<file path="config.mk">
export PLATFORM = sky130hd
export DESIGN_NAME = rcsp_top
export DESIGN_NICKNAME = d
export VERILOG_FILES = /design/src/logic/rcsp_pkg.sv /design/src/logic/rcsp_buf.sv /design/src/logic/rcsp_top.sv
export VERILOG_INCLUDE_DIRS = /design/src /design/src/logic
export SDC_FILE = /design/constraint.sdc
export NUM_CORES = 1
export LEC_CHECK = 0
export ABC_AREA = 1
export BUFFER_PORTS_ARGS = -buffer_cell sky130_fd_sc_hd__buf_4
export CAP_MARGIN = 20
export CORE_MARGIN = 5
export CORE_UTILIZATION = 45
export CTS_CLUSTER_DIAMETER = 80
export CTS_CLUSTER_SIZE = 14
export DETAILED_ROUTE_END_ITERATION = 16
export GPL_TIMING_DRIVEN = 1
export PLACE_DENSITY_LB_ADDON = 0.3
export SLEW_MARGIN = 20
export SYNTH_ARGS = -nofsm -noshare
export SYNTH_HDL_FRONTEND = slang
export SYNTH_HIERARCHICAL = 1
export SYNTH_SLANG_ARGS = --single-unit
</file>
<file path="constraint.sdc">
create_clock -name MCLK_I -period 2.8 [get_ports MCLK_I]
set_input_delay 0.28 -clock MCLK_I [delete_from_list [all_inputs] [get_ports MCLK_I]]
set_output_delay 0.28 -clock MCLK_I [all_outputs]
set_load 0.05 [all_outputs]
</file>
<file path="src/logic/rcsp_map.svh">
`ifndef RCSP_MAP_SVH
`define RCSP_MAP_SVH

// ==================================================
// Control byte field positions
`define RCSP_CB_LOCK 0
`define RCSP_CB_SEL_LO 1
`define RCSP_CB_SEL_HI 4
`define RCSP_CB_PROG_SEL_1 2
`define RCSP_CB_SAVE 5
`define RCSP_CB_TRIG 6
`define RCSP_CB_CLEAR 7

// ==================================================
// Status byte field positions
`define RCSP_SB_IN_SERVICE 0
`define RCSP_SB_PROG_STORED 1
`define RCSP_SB_RUN_READY 2
`define RCSP_SB_DECODED 3
`define RCSP_SB_MATCH 4
`define RCSP_SB_UNREAD 5

// ==================================================
// Send area byte layout
`define RCSP_SA_SEQ 1
`define RCSP_SA_LEN_HI 2
`define RCSP_SA_LEN_LO 3
`define RCSP_SA_ID 4
`define RCSP_SA_USER 5
`define RCSP_SA_BYTES 32
`define RCSP_SA_USER_BYTES 27
`define RCSP_SA_LAST_USER 5'h1a

// ==================================================
// Reset values
`define RCSP_RST_CTRL 8'h00
`define RCSP_RST_STATUS 8'h00
`define RCSP_RST_PROG 4'h0
`define RCSP_RST_SEQ 8'h00
`define RCSP_NO_DATA_ID 8'h00

`endif

</file>
<file path="src/logic/rcsp_pkg.sv">
package rcsp_pkg;

    // ==================================================
    // Reader operating mode
    typedef enum logic [2:0] {
        ST_STARTUP = 3'b000,
        ST_RUN = 3'b001,
        ST_STOP = 3'b010,
        ST_ERROR = 3'b011,
        ST_IDENT = 3'b100,
        ST_RESUME = 3'b101
    } rcsp_mode_t;

    // ==================================================
    // Connection choice for each configurable option
    typedef enum logic [1:0] {
        CONN_LOCAL = 2'b00,
        CONN_SERIAL = 2'b01,
        CONN_FIELDBUS = 2'b10,
        CONN_NONE = 2'b11
    } rcsp_conn_t;

    // ==================================================
    // Send area packer
    typedef enum logic [1:0] {
        PK_IDLE = 2'b00,
        PK_FILL = 2'b01,
        PK_OFFER = 2'b10,
        PK_DROP = 2'b11
    } rcsp_pack_t;

endpackage : rcsp_pkg

</file>
<file path="src/logic/rcsp_buf.sv">
`timescale 1ns/1ps

// ==================================================
// Two-entry buffer; ready and valid come from flops
module rcsp_buf #(
    parameter int WIDTH = 9
) (
    input wire logic clk_i, // System clock
    input wire logic arst_n_i, // Async reset, active low
    input wire logic [WIDTH-1:0] in_data_i, // Write data
    input wire logic in_valid_i, // Write request
    output logic in_ready_o, // Room for a word
    output logic [WIDTH-1:0] out_data_o, // Head word
    output logic out_valid_o, // Head word present
    input wire logic out_ready_i // Head word taken
);

    logic [WIDTH-1:0] mem [0:1];
    logic wr_ptr;
    logic rd_ptr;
    logic room;
    logic empty;
    wire full = ~room;

    wire push = in_valid_i & ~full;
    wire pop = out_ready_i & ~empty;
    wire next_full = (full & ~pop) | (~empty & push & ~pop);
    wire next_empty = (empty & ~push) | (~full & pop & ~push);

    always_ff @(posedge clk_i or negedge arst_n_i) begin
        if (!arst_n_i) begin
            wr_ptr <= 1'b0;
            rd_ptr <= 1'b0;
            room <= 1'b1;
            empty <= 1'b1;
        end else begin
            wr_ptr <= wr_ptr ^ push;
            rd_ptr <= rd_ptr ^ pop;
            room <= ~next_full;
            empty <= next_empty;
        end
    end

    // Storage needs no reset; the empty flag masks it
    always_ff @(posedge clk_i) begin
        if (push) begin
            mem[wr_ptr] <= in_data_i;
        end
    end

    assign in_ready_o = room;
    assign out_valid_o = ~empty;
    assign out_data_o = mem[rd_ptr];

endmodule : rcsp_buf

</file>
<file path="src/logic/rcsp_top.sv">
`timescale 1ns/1ps
`include "rcsp_map.svh"

// What this block does
// - Input lock blocks local keypad, program select, save, acknowledge and start.
// - Control bits 1..4 form program number, bit 1 least significant.
// - Bit 2 selects program bit 1, or commands save while save request set.
// - Save request stores the currently selected program.
// - Trigger rising edge starts processing; error clear clears pending error.
// - Program select and save request act only while input lock is set.
// - In service reads 0 during error, 1 when working without error.
// - In run, program stored tells whether selected program was saved.
// - During save, program stored 0 while busy, then 1 with run ready 0.
// - Run ready is 0 in startup or stop, 1 in run unless save request set.
// - Status bits 3..5 give decoded, match, unreadable; bits 6, 7 zero.
// - First init bit presents the identifying error code.
// - Second init acknowledges; device resumes with in service and run ready.
// - Resume sets input lock automatically, then drops it unless manually set.
// - Acknowledge accepted only from the configured controlling connection.
// - Serial host reachable only if some option selects it.
// - Send byte 1 holds packet sequence number; byte 0 reserved.
// - Send bytes 2, 3 hold total net length, 16 bits.
// - Send byte 4 echoes the data identifier being transferred.
module rcsp_top import rcsp_pkg::*; (
    input wire logic MCLK_I, // System clock, 200 MHz
    input wire logic ARST_N_I, // Async reset, active low
    input wire logic [7:0] CTRL_BYTE_I, // Cyclic control byte
    input wire logic CTRL_VALID_I, // Control byte update strobe
    output logic [7:0] STATUS_BYTE_O, // Cyclic status byte
    input wire logic FB_INIT_I, // Fieldbus initialisation bit
    input wire logic SH_INIT_I, // Serial host initialisation bit
    output logic [7:0] ERR_CODE_O, // Identified group error code
    input wire logic [7:0] RX_SEQ_I, // Receive area byte 1
    input wire logic [7:0] RX_ID_I, // Receive area byte 4
    input wire logic RX_VALID_I, // Receive area update strobe
    output logic [255:0] SEND_AREA_O, // Send area, byte 0 in bits 7:0
    output logic SEND_VALID_O, // A packet is on offer
    input wire logic [7:0] RES_DATA_I, // Result data byte
    input wire logic RES_LAST_I, // Last byte of the result
    input wire logic RES_VALID_I, // Result byte valid
    output logic RES_READY_O, // Result byte accepted
    input wire logic [15:0] RES_LEN_I, // Total net result length
    input wire logic [1:0] CFG_TRIG_SRC_I, // Trigger source connection
    input wire logic [1:0] CFG_RESULT_I, // Binary result connection
    input wire logic [1:0] CFG_RSTRING_I, // Result string connection
    input wire logic [1:0] CFG_CONTROL_I, // Controlling connection
    input wire logic CORE_UP_I, // Reader startup finished
    input wire logic CORE_STOP_I, // Reader stopped
    input wire logic CORE_ERR_I, // Group error event pulse
    input wire logic [7:0] CORE_ERR_CODE_I, // Code of that error
    input wire logic SAVE_DONE_I, // Program save finished pulse
    input wire logic [2:0] RES_FLAGS_I, // Decoded, match, unreadable
    input wire logic RES_FLAGS_STB_I, // Result flags strobe
    input wire logic [3:0] LOC_PROG_I, // Keypad program number pins
    input wire logic LOC_TAKE_I, // Keypad program select pin
    input wire logic LOC_SAVE_I, // Keypad save pin
    input wire logic LOC_ACK_I, // Keypad error acknowledge pin
    input wire logic LOC_START_I, // Keypad start pin
    output logic [3:0] PROG_NUM_O, // Selected program number
    output logic SAVE_CMD_O, // Save program pulse
    output logic TRIGGER_O, // Start processing pulse
    output logic INPUT_LOCK_O, // Effective input lock
    output logic SERIAL_EN_O // Serial host interface enabled
);

    // ==================================================
    // Keypad pin synchronisers
    wire [7:0] loc_pins = {LOC_START_I, LOC_ACK_I, LOC_SAVE_I, LOC_TAKE_I, LOC_PROG_I};
    logic [7:0] loc_meta;
    logic [7:0] loc_sync;
    logic [7:0] loc_prev;

    genvar g;
    generate
        for (g = 0; g < 8; g++) begin : g_sync
            always_ff @(posedge MCLK_I or negedge ARST_N_I) begin
                if (!ARST_N_I) begin
                    loc_meta[g] <= 1'b0;
                    loc_sync[g] <= 1'b0;
                    loc_prev[g] <= 1'b0;
                end else begin
                    loc_meta[g] <= loc_pins[g];
                    loc_sync[g] <= loc_meta[g];
                    loc_prev[g] <= loc_sync[g];
                end
            end
        end
    endgenerate

    wire [7:0] loc_rise = loc_sync & ~loc_prev;

    // ==================================================
    // Control byte and edge detection
    logic [7:0] ctrl_q;
    logic auto_lock;
    logic fb_init_q;
    logic sh_init_q;
    rcsp_mode_t mode;
    rcsp_mode_t next_mode;

    wire [7:0] fb_rise = {8{CTRL_VALID_I}} & CTRL_BYTE_I & ~ctrl_q;
    wire eff_lock = ctrl_q[`RCSP_CB_LOCK] | auto_lock;
    wire new_lock = CTRL_BYTE_I[`RCSP_CB_LOCK];
    wire new_save = CTRL_BYTE_I[`RCSP_CB_SAVE];
    wire save_req = ctrl_q[`RCSP_CB_LOCK] & ctrl_q[`RCSP_CB_SAVE];

    wire fb_ctrl = (CFG_CONTROL_I == CONN_FIELDBUS);
    wire sh_ctrl = (CFG_CONTROL_I == CONN_SERIAL);
    wire loc_ctrl = (CFG_CONTROL_I == CONN_LOCAL);
    wire serial_any = (CFG_TRIG_SRC_I == CONN_SERIAL) | (CFG_RESULT_I == CONN_SERIAL) |
                      (CFG_RSTRING_I == CONN_SERIAL) | sh_ctrl;

    // Init is a level from the controller; only its rising edge counts
    wire fb_init_rise = FB_INIT_I & ~fb_init_q;
    wire sh_init_rise = SH_INIT_I & ~sh_init_q;
    wire init_ok = (fb_init_rise & fb_ctrl) | (sh_init_rise & sh_ctrl & serial_any);
    wire clear_ok = (fb_rise[`RCSP_CB_CLEAR] & fb_ctrl) |
                    (loc_rise[6] & ~eff_lock & loc_ctrl);

    // ==================================================
    // Program selection and save
    wire fb_sel = CTRL_VALID_I & new_lock & ~new_save;
    wire fb_save = fb_rise[`RCSP_CB_PROG_SEL_1] & new_lock & new_save;
    wire loc_sel = loc_rise[4] & ~eff_lock;
    wire loc_save = loc_rise[5] & ~eff_lock;
    wire save_go = fb_save | loc_save;

    wire in_run = (mode == ST_RUN);
    wire fb_trig = fb_rise[`RCSP_CB_TRIG] & (CFG_TRIG_SRC_I == CONN_FIELDBUS);
    wire loc_trig = loc_rise[7] & ~eff_lock & (CFG_TRIG_SRC_I == CONN_LOCAL);
    wire trig_go = in_run & (fb_trig | loc_trig);

    logic [3:0] prog_num;
    logic [15:0] saved_map;
    logic saving;
    logic save_ack;
    logic [2:0] res_flags;
    logic [7:0] err_code;

    wire [3:0] next_prog = fb_sel ? CTRL_BYTE_I[`RCSP_CB_SEL_HI:`RCSP_CB_SEL_LO] : loc_sync[3:0];
    wire prog_go = fb_sel | loc_sel;

    always_ff @(posedge MCLK_I or negedge ARST_N_I) begin
        if (!ARST_N_I) begin
            ctrl_q <= `RCSP_RST_CTRL;
            fb_init_q <= 1'b0;
            sh_init_q <= 1'b0;
            prog_num <= `RCSP_RST_PROG;
        end else begin
            if (CTRL_VALID_I) begin
                ctrl_q <= CTRL_BYTE_I;
            end
            fb_init_q <= FB_INIT_I;
            sh_init_q <= SH_INIT_I;
            if (prog_go) begin
                prog_num <= next_prog;
            end
        end
    end

    // Save busy clears on done, but a new command in the same cycle wins
    always_ff @(posedge MCLK_I or negedge ARST_N_I) begin
        if (!ARST_N_I) begin
            saving <= 1'b0;
            save_ack <= 1'b0;
            saved_map <= 16'h0000;
        end else begin
            saving <= save_go | (saving & ~SAVE_DONE_I);
            save_ack <= (save_ack & save_req & ~save_go) | (SAVE_DONE_I & saving);
            if (SAVE_DONE_I & saving) begin
                saved_map[prog_num] <= 1'b1;
            end
        end
    end

    // Flags clear on a new trigger; a strobe in the same cycle wins
    always_ff @(posedge MCLK_I or negedge ARST_N_I) begin
        if (!ARST_N_I) begin
            res_flags <= 3'h0;
        end else if (RES_FLAGS_STB_I) begin
            res_flags <= RES_FLAGS_I;
        end else if (trig_go) begin
            res_flags <= 3'h0;
        end
    end

    // ==================================================
    // Operating mode and group error handling
    always_comb begin
        next_mode = mode;
        unique case (mode)
            ST_STARTUP: if (CORE_ERR_I) next_mode = ST_ERROR;
                else if (CORE_UP_I) next_mode = CORE_STOP_I ? ST_STOP : ST_RUN;
            ST_RUN: if (CORE_ERR_I) next_mode = ST_ERROR;
                else if (CORE_STOP_I) next_mode = ST_STOP;
            ST_STOP: if (CORE_ERR_I) next_mode = ST_ERROR;
                else if (!CORE_STOP_I) next_mode = ST_RUN;
            ST_ERROR: if (init_ok) next_mode = ST_IDENT;
                else if (clear_ok) next_mode = ST_RESUME;
            ST_IDENT: if (init_ok | clear_ok) next_mode = ST_RESUME;
            ST_RESUME: next_mode = ST_RUN;
            default: next_mode = ST_STARTUP;
        endcase
    end

    always_ff @(posedge MCLK_I or negedge ARST_N_I) begin
        if (!ARST_N_I) begin
            mode <= ST_STARTUP;
            auto_lock <= 1'b0;
            err_code <= 8'h00;
        end else begin
            mode <= next_mode;
            auto_lock <= (next_mode == ST_RESUME);
            if (CORE_ERR_I & (mode != ST_ERROR) & (mode != ST_IDENT)) begin
                err_code <= CORE_ERR_CODE_I;
            end
        end
    end

    // ==================================================
    // Status byte and registered outputs
    wire in_service = (mode != ST_ERROR) & (mode != ST_IDENT);
    wire run_ready = in_run & ~save_req;
    wire prog_stored = save_req ? (save_ack & ~saving) : saved_map[prog_num];
    wire [7:0] next_status = {2'b00, res_flags, run_ready, prog_stored, in_service};

    always_ff @(posedge MCLK_I or negedge ARST_N_I) begin
        if (!ARST_N_I) begin
            STATUS_BYTE_O <= `RCSP_RST_STATUS;
            ERR_CODE_O <= 8'h00;
            PROG_NUM_O <= `RCSP_RST_PROG;
            SAVE_CMD_O <= 1'b0;
            TRIGGER_O <= 1'b0;
            INPUT_LOCK_O <= 1'b0;
            SERIAL_EN_O <= 1'b0;
        end else begin
            STATUS_BYTE_O <= next_status;
            ERR_CODE_O <= (mode == ST_IDENT) ? err_code : 8'h00;
            PROG_NUM_O <= prog_num;
            SAVE_CMD_O <= save_go;
            TRIGGER_O <= trig_go;
            INPUT_LOCK_O <= eff_lock;
            SERIAL_EN_O <= serial_any;
        end
    end

    // ==================================================
    // Result buffer and send area packer
    logic [8:0] buf_data;
    logic buf_valid;
    rcsp_pack_t pk;
    wire buf_pop = buf_valid & ((pk == PK_FILL) | (pk == PK_DROP));

    rcsp_buf #(
        .WIDTH(9)
    ) u_buf (
        .clk_i(MCLK_I),
        .arst_n_i(ARST_N_I),
        .in_data_i({RES_LAST_I, RES_DATA_I}),
        .in_valid_i(RES_VALID_I),
        .in_ready_o(RES_READY_O),
        .out_data_o(buf_data),
        .out_valid_o(buf_valid),
        .out_ready_i(buf_pop)
    );

    logic [215:0] stage;
    logic [4:0] idx;
    logic [7:0] seq;
    logic [7:0] cur_id;
    logic [15:0] tot_len;
    logic last_pkt;

    wire fill_done = buf_pop & (pk == PK_FILL) & (buf_data[8] | (idx == `RCSP_SA_LAST_USER));
    wire [7:0] next_seq = seq + 8'h01;
    wire seq_match = RX_VALID_I & (RX_SEQ_I == seq);
    wire [215:0] next_stage = stage | ({208'h0, buf_data[7:0]} << {idx, 3'b000});

    always_ff @(posedge MCLK_I or negedge ARST_N_I) begin
        if (!ARST_N_I) begin
            pk <= PK_IDLE;
            idx <= 5'h00;
            seq <= `RCSP_RST_SEQ;
            cur_id <= `RCSP_NO_DATA_ID;
            tot_len <= 16'h0000;
            last_pkt <= 1'b0;
            stage <= 216'h0;
            SEND_AREA_O <= 256'h0;
            SEND_VALID_O <= 1'b0;
        end else begin
            unique case (pk)
                PK_IDLE: if (buf_valid) begin
                    if (RX_ID_I == `RCSP_NO_DATA_ID) begin
                        pk <= PK_DROP; // No data ID: result is processed but not sent
                    end else begin
                        cur_id <= RX_ID_I;
                        tot_len <= RES_LEN_I;
                        stage <= 216'h0;
                        idx <= 5'h00;
                        pk <= PK_FILL;
                    end
                end
                PK_FILL: if (buf_pop) begin
                    stage <= next_stage;
                    idx <= idx + 5'h01;
                    if (fill_done) begin
                        seq <= next_seq;
                        last_pkt <= buf_data[8];
                        SEND_AREA_O <= {next_stage, cur_id, tot_len[7:0], tot_len[15:8], next_seq, 8'h00};
                        SEND_VALID_O <= 1'b1;
                        pk <= PK_OFFER;
                    end
                end
                PK_OFFER: if (seq_match) begin
                    SEND_VALID_O <= 1'b0;
                    stage <= 216'h0;
                    idx <= 5'h00;
                    pk <= last_pkt ? PK_IDLE : PK_FILL;
                end
                PK_DROP: if (buf_pop & buf_data[8]) begin
                    pk <= PK_IDLE;
                end
            endcase
        end
    end

endmodule : rcsp_top

</file>
==> qor.csv <==
metric;value;unit
max cap viols;0;
Area Overhead vs Synth;22.0;%
number of synthesized flops with an enable pin;18;
die width;250;microns
Pleak;0.0158;uW
hpwl dp;51.6;mm
Post-Syn Area;0.0258;sq mm
Initial Util;0.456;
FF+latch count, synth;605;
Syn. warnings;6;
Slew @ Worst Pin;0.883;ns
row cnt;87;
# diodes;0;
final setup violation count;0;
layout cells sized above 1;0.159;
num ports;370;
RSZ-0062 raised after global routing;false;
RD Place Congestion;0.945;
GRT overflow;0;
Synth Area per Inst;8.69;sq um
largest net degree at the start of global routing;122;
Detailed Route Iter0 Violations;1692;
DR DRC count;0;
antenna-violating nets left;0;
final core utilization;0.557;
Worst-path clk slew;0.07;ns
ys flop type;dfrtp_1;
Die Height;250;microns
# H-tree levels;2;
setup ws final;0.381;ns
Max IR drop VDD;0.765;mV
number of global-route vias before repair;20700;
Total GRT Usage;0.236;
Via density;5.13;
CP Max Fanout;16;
clk sinks;605;
Final Skew;0.0200;ns
clock buffer count from CTS;50;
first-pass GRT wire length;119;mm
design area;0.0315;sq mm
Final Hold Viols;0;
CTS root buffer;clkbuf_16;
Achievable Freq;413;MHz
Vias;21100;
final wirelength;75.3;mm
Post-CTS Setup Bufs;0;
number of port buffers;359;
Final Max Tran Viols;0;
worst hold path type;primary input to flip-flop;
WL/cell;18.3;microns
Post-DP Area;0.0294;sq mm
CP Launch Type;flip-flop;
Max Root-Sink Buffers;3;
min Tclk post-route;2.42;ns
final worst-path cycle share;0.864;
run status;complete, no violations;
Slew Limit Headroom;0.412;
setup TNS;0;ns
Critical Path AT;2.94;ns
register area share after synthesis;0.590;
initial antenna violation count;0;
Post-Synthesis Cells;2975;
latest clock arrival within the worst-skew pair;0.60;ns
reg2reg setup slack;0.38;ns
DIE AREA;0.0623;sq mm
power per cell area;837;mW/mm^2
distinct cell type count after synthesis;36;
core area;0.0566;sq mm
drt first pass iters;6;
critical setup path kind;flip-flop to flip-flop;
CTS tree;yes;
asr flop ratio synth;0.970;
dpl ws;0.483;ns
Worst setup EP type;flip-flop;
Req. time, crit path;3.32;ns
fin nets;3448;
==> timing repair <==
action | CTS | global route
hold endpoints to repair | 130 | 0
hold buffers | 82 | 0
gates resized for setup | 0 | 0
==> critical path, stage by stage, from the launching register on <==
cell	delay [ns]
dfrtp_1	0.38
inv_1	0.26
nand2_1	0.38
nor2_1	0.51
nand2_1	0.27
o21bai_1	0.31
nand2_1	0.08
o21ai_1	0.16
==> per-stage QoR <==
step           total power (uW)  hold slack [ns]  instances
6_report                  26400           0.0496       4117
5_1_grt                   27800           0.0568       4117
4_1_cts                   26500           0.0102       4117
3_5_place_dp              20000            0.287       3974
3_3_place_gp              19900            0.291       3974
2_1_floorplan             17100          -0.0156       2984
==> registers in the layout, summed over array words and instances (netlist names), 2 cells and up <==
name / cells
loc_prev: 4
loc_sync: 8
prog_num: 4
stage: 216
STATUS_BYTE_O: 6
pk: 2
mode: 3
loc_meta: 8
err_code: 8
res_flags: 3
idx: 5
ctrl_q: 5
tot_len: 16
PROG_NUM_O: 4
cur_id: 8
ERR_CODE_O: 8
u_buf/mem: 18
saved_map: 16
seq: 7
SEND_AREA_O: 241
==> layout make-up <==
cell class | count | area, sq um
fill | 5048 | 25100
clock inverter | 5 | 41.3
sequential | 605 | 15200
timing repair buffer | 499 | 4170
clock buffer | 56 | 1290
multi-input combinational | 2082 | 9410
inverter | 114 | 433
tap | 756 | 946
==> cells in the mapped netlist (2+ instances only) <==
cell type  number  area share
buf_2          76       0.015
buf_4          13      0.0038
clkbuf_1       73       0.011
xor2_1          8      0.0027
ha_1            8      0.0039
a21oi_1        59       0.011
nand2_1      1267        0.18
or2_2          32      0.0077
nand3b_1        4      0.0012
nand2_2         2     0.00048
nor3_1         11      0.0021
o21ai_0       180       0.035
nor2_1        118       0.017
o21bai_1      164       0.048
buf_1          16      0.0023
a22oi_1         2     0.00058
dfrtp_1       585        0.57
a31o_2         15      0.0051
inv_2           3     0.00044
a21o_1         19      0.0055
inv_1         110       0.016
clkbuf_2        4     0.00077
dfstp_2         2      0.0020
nand3_1        42      0.0081
edfxtp_1       18       0.021
o21ai_1       125       0.024
o22ai_1         5      0.0012
nand4_1         6      0.0015
==> cell families (layout without fill, tap and decap cells) <==
logic type,after synthesis,in the layout,share of synthesized area
AND/OR/NAND/NOR,1483,1483,0.223
flip-flops,605,605,0.590
AO/OA/AOI/OAI,572,572,0.132
buffers and inverters,297,674,0.0492
XOR/XNOR,9,9,0.00305
adder cells (fa/ha/maj),8,8,0.00387
other,1,10,0.000145
==> power by group <==
part | internal, uW | switching, uW | leakage [uW] | total [uW]
Clock | 3260 | 3130 | 0.000654 | 6390
Sequential | 9810 | 604 | 0.00805 | 10400
Combinational | 2360 | 7220 | 0.00711 | 9570
Total | 15400 | 11000 | 0.0158 | 26400
==> worst paths after layout <==
path                                    from          endpoint  depth (start not counted)
setup reg to reg                      idx[2]         stage[17]                          7
max in group asynchronous           ARST_N_I  SEND_AREA_O[135]                          3
min in group asynchronous           ARST_N_I       loc_sync[1]                          2
setup / recovery                      idx[2]         stage[17]                          7
hold reg to reg                  loc_meta[7]       loc_sync[7]                          0
hold / removal             CFG_TRIG_SRC_I[0]         TRIGGER_O                          4
==> layout by cell type (no fill, tap or decap), types with 2 or more instances in the layout <==
| master | synthesis | routed |
|---|---|---|
| dfrtp_1 | 585 | 584 |
| a31o_2 | 15 | 15 |
| nand4_1 | 6 | 6 |
| o21ai_0 | 180 | 180 |
| dlygate4sd3_1 | 0 | 82 |
| nor3_1 | 11 | 11 |
| a21o_1 | 19 | 19 |
| inv_2 | 3 | 4 |
| clkbuf_1 | 73 | 5 |
| o21bai_1 | 164 | 164 |
| o22ai_1 | 5 | 5 |
| a21oi_1 | 59 | 59 |
| ha_1 | 8 | 7 |
| o21ai_1 | 125 | 125 |
| buf_4 | 13 | 399 |
| nor2_1 | 118 | 117 |
| dfstp_2 | 2 | 2 |
| xor2_1 | 8 | 8 |
| inv_1 | 110 | 108 |
| inv_6 | 0 | 3 |
| conb_1 | 1 | 10 |
| clkbuf_16 | 0 | 51 |
| or2_2 | 32 | 32 |
| nand2_1 | 1267 | 1267 |
| buf_12 | 0 | 17 |
| nand3b_1 | 4 | 4 |
| nand3_1 | 42 | 42 |
| a22oi_1 | 2 | 2 |
| edfxtp_1 | 18 | 18 |
==> per-layer routing <==
| layer | GRT usage | vias up | wire length (microns) |
|---|---|---|---|
| li1 | - | 10200 | - |
| met2 | 0.377 | 684 | 35200 |
| met5 | 0 | - | 0 |
| met1 | 0.333 | 10100 | 33400 |
| met3 | 0.0412 | 115 | 4460 |
| met4 | 0.0701 | 0 | 2240 |
(Power assumes the default switching activity.)
